[src/design/fab_pkg.sv]
// How it works
// - Add op sums accumulator and register, updating carry, nibble, zero.
// - For add, add-with-carry and shift, target-pick 0 writes accumulator, 1 writes back the register.
// - Add-with-carry sums accumulator, register and carry; updates flags.
// - Shift right moves bits 7:1 to 6:0, old bit 0 to carry.
// - Shift right keeps result bit 7 equal to source bit 7.
// - Clear-bit zeroes chosen bit, keeps others and all flags.
// - Set-bit forces chosen bit to one, keeps others and flags.
// - Literal jump loads incremented counter plus signed 9-bit offset.
// - Accumulator jump loads incremented counter plus unsigned accumulator.
// - Both jumps take two instruction cycles.
// - Register operand addresses 128 locations, 0 to 127, in bank.
// - The second cycle of a redirect executes a no-operation.
package fab_pkg;
   localparam int DATA_W = 8;
   localparam int ADDR_W = 7;
   localparam int PC_W = 15;
   localparam int OFS_W = 9;
   localparam int BIT_W = 3;
   localparam logic [PC_W-1:0] PC_RESET = 15'h0000;
   localparam logic [DATA_W-1:0] ACC_RESET = 8'h00;

   typedef enum logic [2:0] {
      OP_NONE = 3'b000,
      OP_ADD = 3'b001,
      OP_ADDC = 3'b010,
      OP_ASR = 3'b011,
      OP_CLRB = 3'b100,
      OP_SETB = 3'b101,
      OP_JLIT = 3'b110,
      OP_JACC = 3'b111
   } fab_op_type;

   typedef enum logic [0:0] {
      ST_RUN = 1'b0,
      ST_FLUSH = 1'b1
   } fab_state_type;

   typedef struct packed {
      fab_op_type op;
      logic [ADDR_W-1:0] reg_addr;
      logic target_pick;
      logic [BIT_W-1:0] bit_sel;
      logic [OFS_W-1:0] offset;
   } fab_instr_type;

   typedef struct packed {
      logic add_out;
      logic nibble_out;
      logic result_nil;
   } fab_flags_type;
endpackage : fab_pkg

[src/design/fab_regmem.sv]
`timescale 1ns/100ps
module fab_regmem #(
   parameter int DW = 8,
   parameter int AW = 7
) (
   // Clock
   input wire logic ref_clk,
   input wire logic clk_en,
   // Read port, data registered
   input wire logic [AW-1:0] rd_addr,
   output logic [DW-1:0] rd_data,
   // Write port
   input wire logic wr_en,
   input wire logic [AW-1:0] wr_addr,
   input wire logic [DW-1:0] wr_data
);
   logic [DW-1:0] mem [0:(1<<AW)-1];

   always_ff @(posedge ref_clk) begin
      if (clk_en) begin
         if (wr_en) begin
            mem[wr_addr] <= wr_data;
         end
         rd_data <= mem[rd_addr];
      end
   end
endmodule : fab_regmem

[src/design/fab_alu.sv]
`timescale 1ns/100ps
module fab_alu #(
   parameter int DW = fab_pkg::DATA_W,
   parameter int PW = fab_pkg::PC_W
) (
   // Clock and reset
   input wire logic ref_clk,
   input wire logic srst,
   input wire logic clk_en,
   // Instruction from decoder
   input wire logic instr_valid,
   input wire fab_pkg::fab_instr_type instr,
   // Register file write-back
   output logic reg_wr_en,
   output logic [fab_pkg::ADDR_W-1:0] reg_wr_addr,
   output logic [DW-1:0] reg_wr_data,
   // Architectural state
   output logic [DW-1:0] acc,
   output fab_pkg::fab_flags_type flags,
   output logic [PW-1:0] program_counter,
   // Pipeline status
   output logic instr_ready,
   output logic nop_cycle
);
   // Two-phase execute: cycle A reads the register, cycle B writes it
   logic [DW-1:0] rd_data;
   logic phase_r, phase_nxt;
   fab_pkg::fab_instr_type hold_r, hold_nxt;
   fab_pkg::fab_state_type state_r, state_nxt;
   logic [DW-1:0] acc_r, acc_nxt;
   fab_pkg::fab_flags_type flags_r, flags_nxt;
   logic [PW-1:0] pc_r, pc_nxt;
   logic wr_en_r, wr_en_nxt;
   logic [fab_pkg::ADDR_W-1:0] wr_addr_r, wr_addr_nxt;
   logic [DW-1:0] wr_data_r, wr_data_nxt;
   logic nop_r, nop_nxt;
   logic [DW:0] sum;
   logic [4:0] nib;
   logic [DW-1:0] result;
   logic [DW-1:0] bit_mask;
   logic carry_in;
   localparam int OFS_W = fab_pkg::OFS_W;

   fab_regmem #(.DW(DW), .AW(fab_pkg::ADDR_W)) u_mem (
      .ref_clk(ref_clk),
      .clk_en(clk_en),
      .rd_addr(instr.reg_addr),
      .rd_data(rd_data),
      .wr_en(wr_en_nxt),
      .wr_addr(wr_addr_nxt),
      .wr_data(wr_data_nxt)
   );

   // Data-memory ops need the register read cycle first
   function automatic logic needs_reg(fab_pkg::fab_op_type op);
      needs_reg = (op == fab_pkg::OP_ADD) || (op == fab_pkg::OP_ADDC) ||
                  (op == fab_pkg::OP_ASR) || (op == fab_pkg::OP_CLRB) ||
                  (op == fab_pkg::OP_SETB);
   endfunction : needs_reg

   always_comb begin
      phase_nxt = phase_r;
      hold_nxt = hold_r;
      state_nxt = state_r;
      acc_nxt = acc_r;
      flags_nxt = flags_r;
      pc_nxt = pc_r;
      wr_en_nxt = 1'b0;
      wr_addr_nxt = hold_r.reg_addr;
      wr_data_nxt = '0;
      nop_nxt = 1'b0;
      carry_in = (hold_r.op == fab_pkg::OP_ADDC) ? flags_r.add_out : 1'b0;
      sum = {1'b0, acc_r} + {1'b0, rd_data} + {{DW{1'b0}}, carry_in};
      nib = {1'b0, acc_r[3:0]} + {1'b0, rd_data[3:0]} + {4'h0, carry_in};
      bit_mask = {{(DW-1){1'b0}}, 1'b1} << hold_r.bit_sel;
      result = '0;
      case (state_r)
         fab_pkg::ST_FLUSH: begin
            // instr_ready is low, so no instruction is taken; nothing is executed
            nop_nxt = 1'b1;
            state_nxt = fab_pkg::ST_RUN;
            pc_nxt = pc_r + {{(PW-1){1'b0}}, 1'b1};
         end
         fab_pkg::ST_RUN: begin
            if (phase_r) begin
               phase_nxt = 1'b0;
               case (hold_r.op)
                  fab_pkg::OP_ADD, fab_pkg::OP_ADDC: begin
                     result = sum[DW-1:0];
                     flags_nxt.add_out = sum[DW];
                     flags_nxt.nibble_out = nib[4];
                     flags_nxt.result_nil = (sum[DW-1:0] == '0);
                  end
                  fab_pkg::OP_ASR: begin
                     result = {rd_data[DW-1], rd_data[DW-1:1]};
                     flags_nxt.add_out = rd_data[0];
                     flags_nxt.result_nil = (result == '0);
                  end
                  fab_pkg::OP_CLRB: begin
                     result = rd_data & ~bit_mask;
                  end
                  fab_pkg::OP_SETB: begin
                     result = rd_data | bit_mask;
                  end
                  default: begin
                     result = rd_data;
                  end
               endcase
               // Bit ops always write back; others follow target-pick
               if (hold_r.target_pick || hold_r.op == fab_pkg::OP_CLRB ||
                   hold_r.op == fab_pkg::OP_SETB) begin
                  wr_en_nxt = 1'b1;
                  wr_data_nxt = result;
               end else begin
                  acc_nxt = result;
               end
               pc_nxt = pc_r + {{(PW-1){1'b0}}, 1'b1};
            end else if (instr_valid) begin
               hold_nxt = instr;
               case (instr.op)
                  fab_pkg::OP_JLIT: begin
                     // pc_r still holds the jump's own address; the flush cycle adds one
                     pc_nxt = pc_r + {{(PW-OFS_W){instr.offset[OFS_W-1]}},
                                      instr.offset};
                     state_nxt = fab_pkg::ST_FLUSH;
                  end
                  fab_pkg::OP_JACC: begin
                     pc_nxt = pc_r + {{(PW-DW){1'b0}}, acc_r};
                     state_nxt = fab_pkg::ST_FLUSH;
                  end
                  default: begin
                     if (needs_reg(instr.op)) begin
                        phase_nxt = 1'b1;
                     end else begin
                        pc_nxt = pc_r + {{(PW-1){1'b0}}, 1'b1};
                     end
                  end
               endcase
            end
         end
         default: begin
            state_nxt = fab_pkg::ST_RUN;
         end
      endcase
   end

   always_ff @(posedge ref_clk) begin
      if (srst) begin
         phase_r <= 1'b0;
         hold_r <= '0;
         state_r <= fab_pkg::ST_RUN;
         acc_r <= fab_pkg::ACC_RESET;
         flags_r <= '0;
         pc_r <= fab_pkg::PC_RESET;
         wr_en_r <= 1'b0;
         wr_addr_r <= '0;
         wr_data_r <= '0;
         nop_r <= 1'b0;
      end else if (clk_en) begin
         phase_r <= phase_nxt;
         hold_r <= hold_nxt;
         state_r <= state_nxt;
         acc_r <= acc_nxt;
         flags_r <= flags_nxt;
         pc_r <= pc_nxt;
         wr_en_r <= wr_en_nxt;
         wr_addr_r <= wr_addr_nxt;
         wr_data_r <= wr_data_nxt;
         nop_r <= nop_nxt;
      end
   end

   assign reg_wr_en = wr_en_r;
   assign reg_wr_addr = wr_addr_r;
   assign reg_wr_data = wr_data_r;
   assign acc = acc_r;
   assign flags = flags_r;
   assign program_counter = pc_r;
   // Decoder may only present a new instruction in an idle run cycle
   assign instr_ready = (state_r == fab_pkg::ST_RUN) && !phase_r;
   assign nop_cycle = nop_r;
endmodule : fab_alu

[config.mk]
export PLATFORM = sky130hd
export DESIGN_NAME = fab_alu
export DESIGN_NICKNAME = d
export VERILOG_FILES = /design/src/design/fab_pkg.sv /design/src/design/fab_regmem.sv /design/src/design/fab_alu.sv
export SDC_FILE = /design/constraint.sdc
export NUM_CORES = 1
export LEC_CHECK = 0
export BUFFER_PORTS_ARGS = -buffer_cell sky130_fd_sc_hd__buf_2
export CELL_PAD_IN_SITES_DETAIL_PLACEMENT = 1
export CELL_PAD_IN_SITES_GLOBAL_PLACEMENT = 1
export CORE_UTILIZATION = 30
export CTS_BUF_LIST = sky130_fd_sc_hd__clkbuf_8
export CTS_CLUSTER_SIZE = 20
export DETAILED_ROUTE_END_ITERATION = 12
export PLACE_DENSITY = 0.56
export SYNTH_ARGS = -nofsm -noshare
export SYNTH_HDL_FRONTEND = slang
export SYNTH_HIERARCHICAL = 1
export SYNTH_SLANG_ARGS = --single-unit
[constraint.sdc]
create_clock -name ref_clk -period 6.99 [get_ports ref_clk]
set_clock_uncertainty 0.15 [all_clocks]
set_input_delay 0.699 -clock ref_clk [delete_from_list [all_inputs] [get_ports ref_clk]]
set_output_delay 0.699 -clock ref_clk [all_outputs]
set_load 0.02 [all_outputs]
==> out/qor.yml <==
tightest_slew_ns: 1.31
core-area_um2: 146000
grt_max_degree: 130
worstPathRequired_ns: 7.30
dp_slack_ns: 1.56
r2r_start: "hold_r[22]$_SDFFE_PP0P_"
vdd.ir_drop.worst_mv: 0.146
synthFlopType: "edfxtp_1"
hold_viol: 0
crit_start: "hold_r[22]$_SDFFE_PP0P_"
setup_violations: 0
cts.repair.resized: 0
reg2reg_depth: 9
num_rows: 140
numCtsBuffers: 177
crit_type: "reg2reg"
vias: 22400
start_util_pct: 30.3
hold_ws_ns: 0.158
hold_class: "in2reg"
cellInternalPower_mw: 10.1
antenna_found_initial: 5
p_sw_mw: 2.92
start_kind: "register"
cts_max_path_buffers: 3
grt_overflow: 0
ys_top_cells_by_count: "1032 x edfxtp_1, 336 x mux4_2, 189 x nor2_1, 79 x nand2_1, 62 x clkbuf_1"
syn_area_um2: 44100
slew_headroom_pct: 12.4
rsz0062_at_grt: "false"
leakagePower_nw: 17.3
clk_latency_ns: 0.88
design_area_um2: 50100
num-nets-final: 2426
p_per_area_nw_per_um2: 260
cts_tree: "built"
power_mw: 13.0
synth_warnings: 6
maxSlewViolCount: 0
synth_top_cell_by_area: "edfxtp_1"
p_sw_share_pct: 22.4
grt_pass1_vias: 23800
cts-root-buf: "clkbuf_8"
clk_pin_slew_ns: 0.06
vias_per_cell: 5.06
maxCapViolations: 0
r2r_setup_slack_ns: 1.52
port_buffers: 70
ys_seq_elements: 1091
seqPwrFrac_pct: 54.7
syn_inst: 2208
drtAntennaViolNets: 0
synthTopCellsByArea: "edfxtp_1 70%, mux4_2 17%, dfxtp_1 2.7%"
grtUsageTotal_pct: 15.8
synth_top_area_share_pct: 70.2
synth_edf_count: 1032
max_freq_mhz: 183
routabilityCongestion: 0.802
synthMostInstantiatedCell: "edfxtp_1"
endpoint: "u_mem/mem[37][1]$_DFFE_PP_"
synth-async-reset-ratio_pct: 0
crit_fanout: 20
post-route-min-period_ns: 5.47
wl_um: 116000
die_w_um: 385
drtIter0Drc: 1837
setup_tns_ns: 0
synth-seq-area-share_pct: 72.9
period_share_pct: 78.3
dpl_cell_area_um2: 46700
ioPinCount: 71
r2r_end: "u_mem/mem[37][1]$_DFFE_PP_"
grt_pass1_wl_um: 170000
power_frac_clock_pct: 40.3
die_h_um: 385
area_growth_syn_to_layout_pct: 13.6
h-tree-depth: 4
fin_ws_ns: 1.52
synth_area_per_cell_um2: 20.0
drc: 0
status: "complete, no violations"
die_area_um2: 149000
clock-sinks: 1091
wl_per_cell_um: 26.2
p_comb_share_pct: 5.0
worstSetupEndpointType: "register"
drt_first_pass_iters: 5
crit_arrival_ns: 5.78
dp_hpwl_um: 71100
ys_types: 72
drive_above_1_share_pct: 27.9
synth_nets: 2260
kinds of logic after synthesis:
logic type / share of synthesized area, %
flops: 72.9
simple gates: 4.05
mux: 17.9
compound gates: 2.55
buf+inv: 1.50
fa+ha+maj: 0.760
xor+xnor: 0.278
timing repair:
action	4_1_cts	5_1_grt
hold buffers	8	0
endpoints found under the hold margin	9	0
buffers inserted	0	0
through the flow:
step / utilization, % / cells
6_report: 34.4 / 4429
5_1_grt: 34.4 / 4427
4_1_cts: 34.4 / 4426
3_5_place_dp: 32.1 / 4104
3_3_place_gp: 32.1 / 4104
2_1_floorplan: - / 2208
power by group through the flow:
| stage | Clock [mW] | Combinational [mW] | Sequential, mW |
|---|---|---|---|
| 2_1_floorplan | 0 | 0.434 | 7.24 |
| 3_3_place_gp | 0 | 0.641 | 7.25 |
| 3_5_place_dp | 0 | 0.652 | 7.25 |
| 4_1_cts | 5.43 | 0.657 | 7.11 |
| 5_1_grt | 5.67 | 0.689 | 7.11 |
| 6_report | 5.25 | 0.646 | 7.12 |
per-layer routing:
metal | vias to the layer above | global-route usage (%) | part of all wire [%] | wire [um]
li1 | 9485 | - | - | -
met1 | 12100 | 21.5 | 44 | 51600
met2 | 655 | 25.6 | 48 | 56100
met3 | 147 | 3.15 | 5.2 | 6030
met4 | 0 | 4.45 | 2.1 | 2390
met5 | - | 0 | 0 | 0
layout by cell type (no fill, tap or decap), types with 22 or more instances in the layout:
cell type	Yosys	layout
clkbuf_8	0	185
buf_2	22	66
mux4_2	336	336
a21oi_1	58	58
edfxtp_1	1032	1032
buf_4	17	27
clkinv_1	0	56
inv_1	22	61
o21ai_0	26	26
nand2_1	79	79
dfxtp_1	59	59
ha_1	22	22
nand3_1	27	26
nor2_1	189	184
worst min-delay path by stage:
stage	from	to	slack (ns)	depth (start not counted)
6_report	instr[19]	wr_addr_nxt[6]$_SDFFE_PP0P_	0.16	3
5_1_grt	instr[19]	wr_addr_nxt[6]$_SDFFE_PP0P_	0.11	3
4_1_cts	instr[19]	wr_addr_nxt[6]$_SDFFE_PP0P_	0.07	3
3_5_place_dp	hold_r[12]$_SDFFE_PP0P_	hold_r[12]$_SDFFE_PP0P_	0.33	2
3_3_place_gp	reg_wr_data[4]$_SDFFE_PP0P_	reg_wr_data[4]$_SDFFE_PP0P_	0.31	2
2_1_floorplan	hold_r[12]$_SDFFE_PP0P_	hold_r[12]$_SDFFE_PP0P_	0.29	2
critical path, stage by stage, from the launching register on:
cell and delay [ns]:
dfxtp_1 0.75, inv_1 0.38, nor2_2 0.19, nor2_1 0.08, or3b_1 0.62, inv_1 0.35, and2_1 0.45, nand4b_1 0.92
buf_4 0.52, nor2_1 0.63
cell type report:
| cell class | instances | area (um^2) |
|---|---|---|
| antenna | 3 | 7.51 |
| clock buffer | 185 | 2550 |
| clock inverter | 129 | 764 |
| fill | 14500 | 95600 |
| inverter | 22 | 82.6 |
| multi-input combinational | 971 | 11400 |
| sequential | 1091 | 32200 |
| tap | 1917 | 2400 |
| timing repair buffer | 111 | 803 |
sequential cells by signal, summed over array words and instances, names as in the netlist:
name	flops
reg_wr_addr	7
phase_r	1
nop_cycle	1
hold_r	7
state_r	1
program_counter	15
u_mem/rd_data	8
reg_wr_data	8
acc	8
flags	3
wr_addr_nxt	7
reg_wr_en	1
u_mem/mem	1024
Power figures use the tool's default switching activity.
